$ cat config.mk
export PLATFORM = sky130hd
export DESIGN_NAME = temp_sensor_port
export DESIGN_NICKNAME = d
export VERILOG_FILES = /design/src/include/temp_sensor_pkg.sv /design/src/hdl/pin_sync.sv /design/src/hdl/temp_sensor_port.sv
export SDC_FILE = /design/constraint.sdc
export NUM_CORES = 1
export LEC_CHECK = 0
export BUFFER_PORTS_ARGS = -buffer_cell sky130_fd_sc_hd__buf_2
export CORE_MARGIN = 5
export CORE_UTILIZATION = 67
export DETAILED_ROUTE_END_ITERATION = 10
export HOLD_SLACK_MARGIN = 0.08
export PLACE_DENSITY = 0.86
export SLEW_MARGIN = 20
export SYNTH_ARGS = -nofsm -noshare
export SYNTH_HDL_FRONTEND = slang
export SYNTH_SLANG_ARGS = --single-unit
$ cat constraint.sdc
create_clock -name core_clk -period 5.23 [get_ports core_clk]
set_input_delay 0.523 -clock core_clk [delete_from_list [all_inputs] [get_ports core_clk]]
set_output_delay 0.523 -clock core_clk [all_outputs]
set_load 0.01 [all_outputs]
$ cat src/include/temp_sensor_pkg.sv
/*
 * Constants and types shared by the temperature sensor serial port.
 * Assumes one core clock domain; the two-wire bus pins are sampled, not clocked from.
 */
package temp_sensor_pkg;

    ////////////////////////////////////////////////////////////////////////////////
    // Bus addressing and byte framing.
    localparam logic [6:0] SLAVE_ADDR    = 7'h4B;
    localparam logic [3:0] BITS_PER_BYTE = 4'h8;

    ////////////////////////////////////////////////////////////////////////////////
    // Register pointer values; each 16-bit value is a high byte followed by a low byte.
    localparam logic [7:0] PTR_RESET     = 8'h00;
    localparam logic [7:0] TEMP_MSB      = 8'h00;
    localparam logic [7:0] TEMP_LSB      = 8'h01;
    localparam logic [7:0] HIGH_MSB      = 8'h04;
    localparam logic [7:0] HIGH_LSB      = 8'h05;
    localparam logic [7:0] LOW_MSB       = 8'h06;
    localparam logic [7:0] LOW_LSB       = 8'h07;
    localparam logic [7:0] CRIT_MSB      = 8'h08;
    localparam logic [7:0] CRIT_LSB      = 8'h09;
    localparam logic [7:0] AUTO_INC_LAST = 8'h09;

    ////////////////////////////////////////////////////////////////////////////////
    // Limit values after reset, in the same 16-bit format as the temperature.
    localparam logic [15:0] HIGH_RESET   = 16'h2000;
    localparam logic [15:0] LOW_RESET    = 16'h0500;
    localparam logic [15:0] CRIT_RESET   = 16'h4980;

    // Serial engine states.
    typedef enum logic [2:0] {
        S_IDLE,
        S_ADDR,
        S_ACK,
        S_RX,
        S_TX,
        S_MACK
    } port_state_t;

endpackage

$ cat src/hdl/pin_sync.sv
/*
 * Two-flop synchronisers with a third stage for edge detection, one per bit.
 * Assumes the inputs are asynchronous pins; only stage two and three are read outside.
 */
`timescale 1ns/1ps

module pin_sync #(
    parameter int WIDTH = 2
) (
    input  wire logic             core_clk,
    input  wire logic             reset_n,
    input  wire logic [WIDTH-1:0] pin_in,
    output logic      [WIDTH-1:0] sync_q,
    output logic      [WIDTH-1:0] prev_q
);

    ////////////////////////////////////////////////////////////////////////////////
    // Each bit gets its own chain; pins idle high, so the chains reset high.
    genvar i;
    generate
        for (i = 0; i < WIDTH; i++) begin : g_bit
            logic meta_q;
            always_ff @(posedge core_clk) begin
                if (!reset_n) begin
                    meta_q    <= 1'b1;
                    sync_q[i] <= 1'b1;
                    prev_q[i] <= 1'b1;
                end else begin
                    meta_q    <= pin_in[i];
                    sync_q[i] <= meta_q;
                    prev_q[i] <= sync_q[i];
                end
            end
        end
    endgenerate

endmodule // pin_sync

$ cat src/hdl/temp_sensor_port.sv
/*
 * Two-wire serial slave of the on-board temperature sensor, with limit registers and alert pins.
 * Assumes a master clocking the bus well below the 40 MHz core clock and a same-domain temperature input.
 */
`timescale 1ns/1ps

module temp_sensor_port (
    input  wire logic        core_clk,
    input  wire logic        reset_n,
    input  wire logic        scl_in,
    input  wire logic        sda_in,
    output logic             sda_out,
    output logic             sda_oe,
    input  wire logic [15:0] temp_in,
    input  wire logic        range_pol_high,
    input  wire logic        critical_pol_high,
    output logic             range_alert_out,
    output logic             range_alert_oe,
    output logic             critical_alert_out,
    output logic             critical_alert_oe
);
    import temp_sensor_pkg::*;

    ////////////////////////////////////////////////////////////////////////////////
    // All state of the port in one record.
    typedef struct packed {
        port_state_t st;
        logic [3:0]  cnt;
        logic [7:0]  sh;
        logic        rw;
        logic        first;
        logic        ack;
        logic [7:0]  ptr;
        logic        stale;
        logic        ptr_only;
        logic [15:0] high;
        logic [15:0] low;
        logic [15:0] crit;
        logic [15:0] snap;
        logic        sda_oe;
        logic        range_oe;
        logic        crit_oe;
    } port_reg_t;

    port_reg_t   q;
    port_reg_t   d;
    logic [1:0]  pin_s;
    logic [1:0]  pin_p;
    logic        scl_s;
    logic        sda_s;
    logic        scl_rise;
    logic        scl_fall;
    logic        start_ev;
    logic        stop_ev;
    logic        range_hit;
    logic        crit_hit;
    logic        addr_hit;
    logic [7:0]  rd_byte;

    ////////////////////////////////////////////////////////////////////////////////
    // Bus pins cross into the core domain before any decoding.
    pin_sync #(.WIDTH (2)) u_sync (
        .core_clk (core_clk),
        .reset_n  (reset_n),
        .pin_in   ({scl_in, sda_in}),
        .sync_q   (pin_s),
        .prev_q   (pin_p)
    );

    // Edges and bus conditions; start and stop are data edges while the clock is high.
    assign scl_s    = pin_s[1];
    assign sda_s    = pin_s[0];
    assign scl_rise = pin_s[1] & ~pin_p[1];
    assign scl_fall = ~pin_s[1] & pin_p[1];
    assign start_ev = scl_s & pin_p[1] & ~pin_s[0] & pin_p[0];
    assign stop_ev  = scl_s & pin_p[1] & pin_s[0] & ~pin_p[0];
    assign addr_hit = (q.st == S_ADDR) && scl_fall && (q.cnt == BITS_PER_BYTE)
                      && (q.sh[7:1] == SLAVE_ADDR);

    // Limit comparisons are signed, matching the two's complement temperature word.
    assign range_hit = ($signed(temp_in) > $signed(q.high))
                       || ($signed(temp_in) < $signed(q.low));
    assign crit_hit  = $signed(temp_in) > $signed(q.crit);

    // Byte under the pointer; the high temperature byte is taken live, the low from the snapshot.
    always_comb begin
        unique case (q.ptr)
            TEMP_MSB: rd_byte = temp_in[15:8];
            TEMP_LSB: rd_byte = q.snap[7:0];
            HIGH_MSB: rd_byte = q.high[15:8];
            HIGH_LSB: rd_byte = q.high[7:0];
            LOW_MSB:  rd_byte = q.low[15:8];
            LOW_LSB:  rd_byte = q.low[7:0];
            CRIT_MSB: rd_byte = q.crit[15:8];
            CRIT_LSB: rd_byte = q.crit[7:0];
            default:  rd_byte = 8'h00;
        endcase
    end

    ////////////////////////////////////////////////////////////////////////////////
    // Next-state logic of the serial engine, the registers and the alert pins.
    always_comb begin
        logic load;
        load = 1'b0;
        d    = q;
        // Alert pins are open drain: asserted means the level selected by the polarity input.
        d.range_oe = range_hit ^ range_pol_high;
        d.crit_oe  = crit_hit ^ critical_pol_high;
        if (start_ev) begin
            // A start in mid-transaction is a repeated start and keeps the pointer.
            d.st     = S_ADDR;
            d.cnt    = 4'h0;
            d.sda_oe = 1'b0;
        end else if (stop_ev) begin
            // A pointer written with no data and then stopped is no longer trusted.
            d.st       = S_IDLE;
            d.sda_oe   = 1'b0;
            d.stale    = q.stale | q.ptr_only;
            d.ptr_only = 1'b0;
        end else begin
            unique case (q.st)
                S_IDLE: d.cnt = 4'h0;
                S_ADDR: begin
                    if (scl_rise) begin
                        d.sh  = {q.sh[6:0], sda_s};
                        d.cnt = q.cnt + 4'h1;
                    end else if (addr_hit) begin
                        d.rw       = q.sh[0];
                        d.first    = 1'b1;
                        d.st       = S_ACK;
                        d.sda_oe   = 1'b1;
                        d.stale    = 1'b0;
                        d.ptr_only = 1'b0;
                        if (q.sh[0] && q.stale) begin
                            d.ptr = PTR_RESET;
                        end
                    end else if (scl_fall && (q.cnt == BITS_PER_BYTE)) begin
                        d.st = S_IDLE;
                    end
                end
                S_ACK: begin
                    if (scl_fall) begin
                        d.cnt    = 4'h0;
                        d.sda_oe = 1'b0;
                        d.st     = q.rw ? S_TX : S_RX;
                        load     = q.rw;
                    end
                end
                S_RX: begin
                    if (scl_rise) begin
                        d.sh  = {q.sh[6:0], sda_s};
                        d.cnt = q.cnt + 4'h1;
                    end else if (scl_fall && (q.cnt == BITS_PER_BYTE)) begin
                        d.st     = S_ACK;
                        d.sda_oe = 1'b1;
                        if (q.first) begin
                            // First byte of a write sets the pointer.
                            d.ptr      = q.sh;
                            d.first    = 1'b0;
                            d.ptr_only = 1'b1;
                        end else begin
                            d.ptr_only = 1'b0;
                            unique case (q.ptr)
                                HIGH_MSB: d.high[15:8] = q.sh;
                                HIGH_LSB: d.high[7:0]  = q.sh;
                                LOW_MSB:  d.low[15:8]  = q.sh;
                                LOW_LSB:  d.low[7:0]   = q.sh;
                                CRIT_MSB: d.crit[15:8] = q.sh;
                                CRIT_LSB: d.crit[7:0]  = q.sh;
                                default:  d.sh         = q.sh;
                            endcase
                            if (q.ptr <= AUTO_INC_LAST) begin
                                d.ptr = q.ptr + 8'h01;
                            end
                        end
                    end
                end
                S_TX: begin
                    if (scl_rise) begin
                        d.cnt = q.cnt + 4'h1;
                    end else if (scl_fall) begin
                        if (q.cnt == BITS_PER_BYTE) begin
                            d.st     = S_MACK;
                            d.sda_oe = 1'b0;
                        end else begin
                            d.sh     = {q.sh[6:0], 1'b0};
                            d.sda_oe = ~q.sh[6];
                        end
                    end
                end
                S_MACK: begin
                    if (scl_rise) begin
                        d.ack = ~sda_s;
                    end else if (scl_fall) begin
                        d.cnt = 4'h0;
                        d.st  = q.ack ? S_TX : S_IDLE;
                        load  = q.ack;
                    end
                end
            endcase
        end
        // Load the next read byte and drive its first bit, most significant first.
        if (load) begin
            d.sh     = rd_byte;
            d.sda_oe = ~rd_byte[7];
            if (q.ptr == TEMP_MSB) begin
                d.snap = temp_in;
            end
            if (q.ptr <= AUTO_INC_LAST) begin
                d.ptr = q.ptr + 8'h01;
            end
        end
    end

    ////////////////////////////////////////////////////////////////////////////////
    // State register; the pointer starts on the temperature high byte.
    always_ff @(posedge core_clk) begin
        if (!reset_n) begin
            q          <= '0;
            q.st       <= S_IDLE;
            q.ptr      <= PTR_RESET;
            q.high     <= HIGH_RESET;
            q.low      <= LOW_RESET;
            q.crit     <= CRIT_RESET;
        end else begin
            q <= d;
        end
    end

    // Open-drain pins only ever pull low, so the data side is a constant zero.
    assign sda_out            = 1'b0;
    assign sda_oe             = q.sda_oe;
    assign range_alert_out    = 1'b0;
    assign range_alert_oe     = q.range_oe;
    assign critical_alert_out = 1'b0;
    assign critical_alert_oe  = q.crit_oe;

    ////////////////////////////////////////////////////////////////////////////////
    // Checks on the engine.
    property p_dir_read;
        @(posedge core_clk) disable iff (!reset_n)
        (q.st == S_ACK && scl_fall && !start_ev && !stop_ev && q.rw) |=> (q.st == S_TX);
    endproperty
    a_dir_read: assert property (p_dir_read) else $error("Read direction did not start transmit.");
    property p_dir_write;
        @(posedge core_clk) disable iff (!reset_n)
        (q.st == S_ACK && scl_fall && !start_ev && !stop_ev && !q.rw) |=> (q.st == S_RX && !sda_oe);
    endproperty
    a_dir_write: assert property (p_dir_write) else $error("Write direction did not start receive.");
    property p_stale_clear;
        @(posedge core_clk) disable iff (!reset_n)
        (addr_hit && !start_ev && !stop_ev && q.sh[0] && q.stale) |=> (q.ptr == 8'h00 && !q.stale);
    endproperty
    a_stale_clear: assert property (p_stale_clear) else $error("Stale pointer was not cleared.");
    property p_auto_inc;
        @(posedge core_clk) disable iff (!reset_n)
        (q.st == S_MACK && scl_fall && q.ack && !start_ev && !stop_ev && q.ptr <= 8'h09)
        |=> (q.ptr == $past(q.ptr) + 8'h01);
    endproperty
    a_auto_inc: assert property (p_auto_inc) else $error("Pointer did not advance on read.");
    // The pin lags its inputs by one edge, so it is held against the polarity that was in force then.
    property p_range;
        @(posedge core_clk) disable iff (!reset_n)
        ($signed(temp_in) > $signed(q.high)) ##1 ($stable(range_pol_high) && $stable(q.high) && $stable(temp_in))
        |=> (range_alert_oe == ~$past(range_pol_high));
    endproperty
    a_range: assert property (p_range) else $error("Range alert wrong above high limit.");
    property p_crit;
        @(posedge core_clk) disable iff (!reset_n)
        (!crit_hit && !critical_pol_high) [*2] |=> (!critical_alert_oe);
    endproperty
    a_crit: assert property (p_crit) else $error("Critical alert driven below limit.");
    property p_reset_ptr;
        @(posedge core_clk) disable iff (1'b0)
        (!reset_n) |=> (q.ptr == 8'h00 && q.st == S_IDLE && !sda_oe);
    endproperty
    a_reset_ptr: assert property (p_reset_ptr) else $error("Pointer not on temperature after reset.");
    property p_msb_first;
        @(posedge core_clk) disable iff (!reset_n)
        (q.st == S_ACK && scl_fall && q.rw && !start_ev && !stop_ev && q.ptr == 8'h00)
        |=> (q.sh == $past(temp_in[15:8]) && q.snap == $past(temp_in) && q.ptr == 8'h01);
    endproperty
    a_msb_first: assert property (p_msb_first) else $error("Temperature high byte not sent first.");

endmodule // temp_sensor_port

-- After elaboration in Yosys (flattened, before gate mapping)
Index checks and enable logic that the tools add are counted.
- muxes and demuxes: 79
- equality and inequality tests: 56
- reduce and logical (&&, ||, !) cells: 36
- $lt $le $gt $ge: 4
- bitwise gates (word level): 21
- add/sub/neg operators: 2
- operators with widths (operator ; count):
    2-to-1 mux 48 bit ; 3
    2-to-1 mux 8 bit ; 18
    2-to-1 mux 49 bit ; 2
    2-to-1 mux 69 bit ; 1
    one-hot mux 8 bit (8 select lines) ; 1
    AND reduction 7 bit ; 7
    != test 4 bit (second input constant) ; 9
    equality test 8 x 3 -> 1 bit (second input constant) ; 4
    > comparator 16 bit ; 2
    2-to-1 mux 3 bit ; 10
    != test 5 bit (second input constant) ; 5
    2-to-1 mux 1 bit ; 24
    != test 3 bit (second input constant) ; 8
    one-hot mux 8 bit (3 select lines) ; 1
    2-to-1 mux 23 bit ; 1
    != test 2 bit (second input constant) ; 11
    AND reduction 11 bit ; 2
    2-to-1 mux 7 bit ; 3
    2-to-1 mux 10 bit ; 2
    one-hot mux 4 bit (5 select lines) ; 1
    equality test 8 x 4 -> 1 bit (second input constant) ; 2
    < comparator 16 bit ; 1
    one-hot mux 8 bit (2 select lines) ; 1
    AND reduction 8 bit ; 2
    38 further kinds ; 77
- bits in registers: 101
- output and inout port bits: 6

-- Logic depth before layout (Yosys ltp)
Gate-level depths: netlist of run 1.
- word-level depth: 12
- mapped depth: 10

-- Modules after synthesis
From an unflattened synthesis of run 1, not the netlist that was laid out.
- cells, all modules: 723
- area total of the unflattened synthesis: 5805.6 sq um
- modules (own cells, without submodules) (module ; instances ; cells each ; area an instance (sq um)):
    temp_sensor_port ; 1 ; 711 ; 5647.9
    pin_sync ; 1 ; 12 ; 157.7

-- Least setup slack after synthesis of run 1
No wires, ideal clock.
- path kind: in2reg
- start point: input port temp_in[15]
- end point: register q (netlist bit range_alert_oe)
- cell stages on the path: 6
- required time: 5.165 ns
- path buffers: 0
- data arrival time: 2.253 ns
- slack: 2.912 ns
- setup time: 0.065 ns
- path through: ha_1 nand4_1 or4_1 and4_1 or4_1 nand4b_1
- word-level cells in the longest chain between the ends: 3
- elaborated cells between the ends (all ways): 4
- ends and longest elaborated chain (element ; RTL line ; RTL):
    start, declared ; temp_sensor_port.sv:14 ; input wire logic [15:0] temp_in,
    > comparator 16 bit / < comparator 16 bit (equally long branches) ; temp_sensor_port.sv:81, temp_sensor_port.sv:82 ;
    logical OR 1 bit (*) ; temp_sensor_port.sv:82 ; || ($signed(temp_in) < $signed(q.low));
    bitwise XOR 1 bit (*) ; temp_sensor_port.sv:107 ; d.range_oe = range_hit ^ range_pol_high;
    end, declared ; temp_sensor_port.sv:45 ; port_reg_t q;
Mark *: on every way between the ends. The rest lies on a longest branch, timed or not.
A chain may end at the register's enable or synchronous reset.

-- Worst setup path after layout of run 1
- start point: register q[93] in the netlist's numbering
- end point: register q[59] in the netlist's numbering
- word-level cells in the longest chain between the ends: 2
- ends and longest elaborated chain (element ; RTL line ; RTL):
    equality test 3 x 2 -> 1 bit ; temp_sensor_port.sv:121 ; unique case (q.st)
    AND reduction 7 bit (no source line) ; - ;
No other way between the ends.

==> qor.yml, run 1 <==
run_status:
  status: "finished clean"
drt:
  vias: 5693
  wl_met3_um: 1730
  vias_per_cell: 6.67
  dr_wl_met2_um: 7810
  top_layer: "met4"
  drcViolationCount: 0
  drt_first_pass_iters: 5
  drt-met1-wl_um: 7420
  routed_wl_um: 17500
  route.antenna.remaining_nets: 0
  drt-wirelength-per-cell_um: 20.5
  first_iter_violations: 689
grt:
  antenna_found_initial: 0
  grt_first_pass_wirelength_um: 27800
  grt_overflow_total: 0
  grt_usage_pct: 32.0
  grt_pass1_vias: 5286
  grt_max_degree: 41
yosys:
  yosysTopAreaCell: "dfxtp_1"
  synth_top_cells_by_area: "dfxtp_1 31%, ha_1 11%, nand2_1 6.4%"
  syn-cell-area_um2: 5920
  synthArstFlopShare_pct: 0
  ys_dominant_reg_cell: "dfxtp_1"
  avgSynthCellArea_um2: 7.94
  synth-edff-count: 0
  synth-warning-count: 0
  yosysSeqAreaShare_pct: 31.4
  synth_top_area_share_pct: 31.4
  synth.distinct_cells: 73
  ys_ff_latch: 93
  syn_inst: 746
placement:
  dpl.hpwl_um: 13200
  io_buffers: 24
  place_inst: 836
  place_congestion: 1.00
clock_network:
  clockRootBuffer: "clkbuf_8"
  post-cts-setup-buffers: 0
  h-tree-depth: 3
  cts_hold_buf: 0
  cts_buffers: 9
  clkSlewWorstSetupHoldPaths_ns: 0.09
  cts_buffer_depth: 2
  cts.sinks: 93
  clock_latency_ns: 0.37
  cts_resized: 0
  cts_tree: "built"
cells_and_area:
  layout-area-overhead-vs-synth_pct: 3.99
  layout.nets: 816
  diodes: 0
  layout-drive-gt1-share_pct: 9.93
  stdcell_count: 853
  n_fill_cell: 720
sta:
  setup_viol: 0
  slew_headroom_pct: 44.5
  clock_skew_ns: 0.00973
  layout_min_cycle_time_ns: 2.72
  grt_setup_unrepaired: "no"
  finalHoldViolations: 0
  worst_pin_slew_ns: 0.831
  tns_ns: 0
  clock.fmax_mhz: 368
  maxSlewViolCount: 0
  period_share_pct: 52.0
  hold_slack_ns: 0.345
die:
  die_x_um: 104
  fp.coreArea_um2: 8680
  io_pins: 28
  die_area_um2: 10800
  start_util_pct: 68.2
  die_h_um: 104
  row_count: 34
flow_run:
  cap_violations: 0
hold_path:
  min_path_type: "in -> reg"
  holdCritStartpoint: "sda_in"
power:
  p_clk_share_pct: 36.4
  p_sw_share_pct: 26.3
  sequentialPowerShare_pct: 55.1
  p_per_area_nw_per_um2: 211
  p_sw_mw: 0.341
  p_int_mw: 0.957
  max-vdd-ir-drop_mv: 0.166
  pwr-share-comb_pct: 8.5
  total_leakage_power_nw: 2.31
critical_path:
  rr_startpoint: "q[93]"
  cp-end-kind: "flop"
  critical_path.startpoint: "q[93]"
  cp.arrival_ns: 3.02
  crit_fanout: 14
  cp-start-kind: "flop"
  critPathKind: "reg -> reg"
  crit_required_ns: 5.53
-- path summary, 6_finish.rpt --
check / endpoint / slack, ns / cells after the start
setup reg to reg: q[59] / 2.51 / 6
hold reg to reg: u_sync.sync_q[0] / 0.43 / 1
setup / recovery: q[59] / 2.51 / 6
hold / removal: u_sync.g_bit[0].meta_q / 0.34 / 2
-- power by group through the flow --
stage / clock network, mW / logic, mW / registers, mW
2_1_floorplan: 0 / 0.0697 / 0.731
3_3_place_gp: 0 / 0.103 / 0.731
3_5_place_dp: 0 / 0.107 / 0.731
4_1_cts: 0.479 / 0.108 / 0.715
5_1_grt: 0.509 / 0.123 / 0.716
6_report: 0.472 / 0.110 / 0.715
-- layout make-up --
class / count / area [µm²] / area share (%)
Multi-Input combinational cell: 546 / 3590 / 58.3
Sequential cell: 93 / 1860 / 30.2
Inverter: 63 / 236 / 3.84
Clock buffer: 11 / 151 / 2.46
Timing Repair Buffer: 27 / 143 / 2.32
Tap cell: 108 / 135 / 2.19
Clock inverter: 5 / 42.5 / 0.691
-- metal layers --
layer,vias up,GRT usage [%]
li1,2633,-
met1,2676,45.6
met2,332,48.9
met3,52,6.39
met4,0,9.34
met5,-,0
-- per-stage QoR --
step,setup WS (ns),util [%],instance area [µm²],total power [mW]
6_report,2.51,71.0,6160,1.30
5_1_grt,2.41,71.0,6160,1.35
4_1_cts,2.64,70.9,6150,1.30
3_5_place_dp,2.53,68.6,5960,0.839
3_3_place_gp,2.58,68.6,5960,0.835
2_1_floorplan,2.91,-,5930,0.800
-- cells in the final DEF (no fill, tap or decap), types with 5 or more instances in the layout --
cell and instances:
a221o_1 6, and3_1 6, a21oi_2 17, nor3_1 9
nand3_1 34, a22o_1 9, nor3b_1 9, ha_1 54
nand2_1 101, clkbuf_8 11, nand4_1 7, nor2b_1 10
a21o_1 5, o21ai_0 22, a22oi_1 17, dfxtp_1 93
mux2i_1 10, inv_1 61, buf_2 24, o22ai_1 6
and2_1 7, o21a_1 5, a21oi_1 74, o211ai_1 8
nor2_1 42, nand2b_1 12
-- synth_stat cells (5+ instances only) --
cell,number
nand2_1,101
dfxtp_1,93
a21oi_1,74
inv_1,61
ha_1,54
nor2_1,42
nand3_1,34
o21ai_0,22
clkbuf_1,21
a21oi_2,17
a22oi_1,17
buf_2,14
nand2b_1,12
mux2i_1,10
nor2b_1,10
a22o_1,9
nor3_1,9
nor3b_1,9
buf_4,8
o211ai_1,8
and2_1,7
nand4_1,7
a221o_1,6
and3_1,6
o22ai_1,6
a21o_1,5
o21a_1,5
-- registers in the layout, indices dropped and copies added (netlist names) --
register,count
critical_alert_oe,1
q,84
range_alert_oe,1
sda_oe,1
u_sync.g_bit.meta_q,2
u_sync.prev_q,2
u_sync.sync_q,2
-- kinds of logic after synthesis --
logic type	synth area share, %
AO/OA/AOI/OAI	23.9
XOR/XNOR	0.296
adder cells (fa/ha/maj)	11.4
buffers and inverters	8.09
flip-flops	31.4
multiplexers	2.26
other	0.0633
AND/OR/NAND/NOR	22.5
-- critical path, stage by stage (launching register included) --
cell and delay (ns):
dfxtp_1 0.64, nand4b_1 0.36, or3_1 0.55, nor3_4 0.34, and2_1 0.48, nand2_1 0.13
a21oi_2 0.16
Note: power is estimated with default switching activity, not from simulation.
==> run 2: changes to the inputs <==
--- a/config.mk
+++ b/config.mk
@@ -5,12 +5,13 @@
 export SDC_FILE = /design/constraint.sdc
 export NUM_CORES = 1
 export LEC_CHECK = 0
+export ABC_AREA = 1
 export BUFFER_PORTS_ARGS = -buffer_cell sky130_fd_sc_hd__buf_2
 export CORE_MARGIN = 5
-export CORE_UTILIZATION = 67
+export CORE_UTILIZATION = 62
 export DETAILED_ROUTE_END_ITERATION = 10
 export HOLD_SLACK_MARGIN = 0.08
-export PLACE_DENSITY = 0.86
+export PLACE_DENSITY = 0.8
 export SLEW_MARGIN = 20
 export SYNTH_ARGS = -nofsm -noshare
 export SYNTH_HDL_FRONTEND = slang
==> constraint.sdc (replaced) <==
create_clock -name core_clk -period 2.73 [get_ports core_clk]
set_input_delay 0.273 -clock core_clk [delete_from_list [all_inputs] [get_ports core_clk]]
set_output_delay 0.273 -clock core_clk [all_outputs]
set_load 0.01 [all_outputs]
==> qor.yml, run 2 <==
run_status:
  status: "finished clean"
critical_path:
  cp-end-kind: "flop"
  regToRegEndpoint: "q[31]"
  cp-start-kind: "flop"
  rr_startpoint: "q[69]"
  crit_required_ns: 3.01
  r2r_cells: 7
  crit_fanout: 16
  rrSetupSlack_ns: 0.37
  critPathKind: "reg -> reg"
  cp.arrival_ns: 2.64
power:
  p_int_mw: 2.17
  pwr-share-comb_pct: 31.8
  p_per_area_nw_per_um2: 583
  p_sw_share_pct: 41.9
  max-vdd-ir-drop_mv: 0.442
  p_sw_mw: 1.57
  total_leakage_power_nw: 2.81
  p_clk_share_pct: 24.6
  sequentialPowerShare_pct: 43.7
grt:
  grt_max_degree: 58
  grt_usage_pct: 31.2
  grt_overflow_total: 0
  antenna_found_initial: 0
  grt_first_pass_wirelength_um: 28500
  grt_pass1_vias: 5674
cells_and_area:
  layout-area-overhead-vs-synth_pct: 6.56
  top_register: "q"
  layout-drive-gt1-share_pct: 9.99
  final_common_cell: "nand2_1"
  largest_reg_flops: 84
  layout_common_cells: "182 x nand2_1, 120 x inv_1, 96 x nor2_1"
  final_util_pct: 66.7
  layout.nets: 962
  diodes: 0
sta:
  maxSlewViolCount: 0
  worst_pin_slew_ns: 1.06
  setup_ws_ns: 0.368
  clock.fmax_mhz: 423
  setup_viol: 0
  grt_setup_unrepaired: "no"
  period_share_pct: 86.5
  finalHoldViolations: 0
  clock_skew_ns: 0.0146
  layout_min_cycle_time_ns: 2.36
  tns_ns: 0
  slew_headroom_pct: 29.1
  hold_slack_ns: 0.172
drt:
  routed_wl_um: 17400
  route.antenna.remaining_nets: 0
  drt_first_pass_iters: 6
  drcViolationCount: 0
  first_iter_violations: 714
  vias: 5944
  drt-wirelength-per-cell_um: 17.0
  vias_per_cell: 5.80
placement:
  io_buffers: 24
  dpl.hpwl_um: 13300
  place_congestion: 0.985
  place_ws_ns: 0.456
yosys:
  synth-warning-count: 0
  ys_dominant_reg_cell: "dfxtp_1"
  synth_top_cells_by_area: "dfxtp_1 31%, nand2_1 11%, ha_1 11%"
  synthArstFlopShare_pct: 0
  yosysMostFrequentCell: "nand2_1"
  syn-cell-area_um2: 6010
  synth.distinct_cells: 50
  ys_ff_latch: 93
  yosysTopAreaCell: "dfxtp_1"
  yosysSeqAreaShare_pct: 31.0
  avgSynthCellArea_um2: 6.92
  synthTopCellsByCount: "182 x nand2_1, 120 x inv_1, 96 x nor2_1, 93 x dfxtp_1, 71 x a21oi_1"
  synth-edff-count: 0
  syn_inst: 868
  synth_top_area_share_pct: 31.0
clock_network:
  cts_tree: "built"
  cts.sinks: 93
  h-tree-depth: 3
  clockRootBuffer: "clkbuf_8"
  clock_latency_ns: 0.39
  cts_buffer_depth: 2
  cts_buffers: 9
  cts_resized: 0
  clkSlewWorstSetupHoldPaths_ns: 0.10
die:
  start_util_pct: 62.6
  die_area_um2: 11800
  die_h_um: 108
  row_count: 36
  io_pins: 28
  fp.coreArea_um2: 9590
  die_x_um: 108
hold_path:
  hold_depth: 4
  hold_end: "critical_alert_oe"
  holdCritStartpoint: "critical_pol_high"
  min_path_type: "in -> reg"
flow_run:
  cap_violations: 0
[run 2: metal layers]
| layer | track usage, % | up-vias | part of all wire (%) |
|---|---|---|---|
| met5 | 0 | - | 0 |
| met4 | 9.92 | 0 | 2.5 |
| met3 | 4.96 | 36 | 10 |
| met2 | 48.1 | 266 | 43 |
| met1 | 44.5 | 2751 | 44 |
| li1 | - | 2891 | - |
[run 2: how the worst max path moves through the flow]
stage / cells after the start / from / slack, ns / end
floorplan: 11 / q[88] / 0.95 / q[58]
global placement: 7 / q[69] / 0.51 / q[32]
detailed placement: 7 / q[69] / 0.46 / q[29]
CTS: 7 / q[69] / 0.45 / q[32]
global route: 11 / q[88] / 0.20 / q[74]
finish: 7 / q[69] / 0.37 / q[31]
[run 2: repair_timing]
action / in CTS / in global routing
hold endpoints to repair: 2 / 0
endpoints found under the setup margin: 0 / 0
hold buffers: 2 / 0
setup buffers: 0 / 0
[run 2: area by class of cell]
class / count / area [µm²]
Multi-Input combinational cell: 623 / 3530
Fill cell: 872 / 3190
Sequential cell: 93 / 1860
Inverter: 130 / 493
Tap cell: 133 / 166
Timing Repair Buffer: 29 / 163
Clock buffer: 9 / 124
Clock inverter: 7 / 62.6
[run 2: power by group through the flow]
stage | clock (mW) | combinational, mW | sequential, mW
3_5_place_dp | 0 | 1.15 | 1.65
3_3_place_gp | 0 | 1.11 | 1.64
4_1_cts | 0.913 | 1.16 | 1.62
5_1_grt | 0.973 | 1.33 | 1.63
6_report | 0.917 | 1.19 | 1.63
2_1_floorplan | 0 | 0.890 | 1.57
[run 2: worst max-delay path, cell delays in order, from the launching register on]
cell and delay [ns]:
dfxtp_1 0.39, inv_1 0.17, ha_1 0.23, inv_1 0.10
nor3_2 0.67, nand2_2 0.36, o21ai_0 0.25, a21oi_1 0.06
[run 2: logic make-up after synthesis]
family,after synthesis,share of synthesized area (%)
flip-flops,93,31.0
other,1,0.0624
AND/OR/NAND/NOR,359,27.0
adder cells (fa/ha/maj),54,11.2
AO/OA/AOI/OAI,205,20.1
XOR/XNOR,2,0.292
buffers and inverters,154,10.3
[run 2: through the flow]
stage | instances | power (mW) | cell area, µm²
2_1_floorplan | 870 | 2.46 | 6020
3_3_place_gp | 1006 | 2.76 | 6200
3_5_place_dp | 1006 | 2.80 | 6200
4_1_cts | 1024 | 3.69 | 6400
5_1_grt | 1024 | 3.94 | 6400
6_report | 1024 | 3.73 | 6400
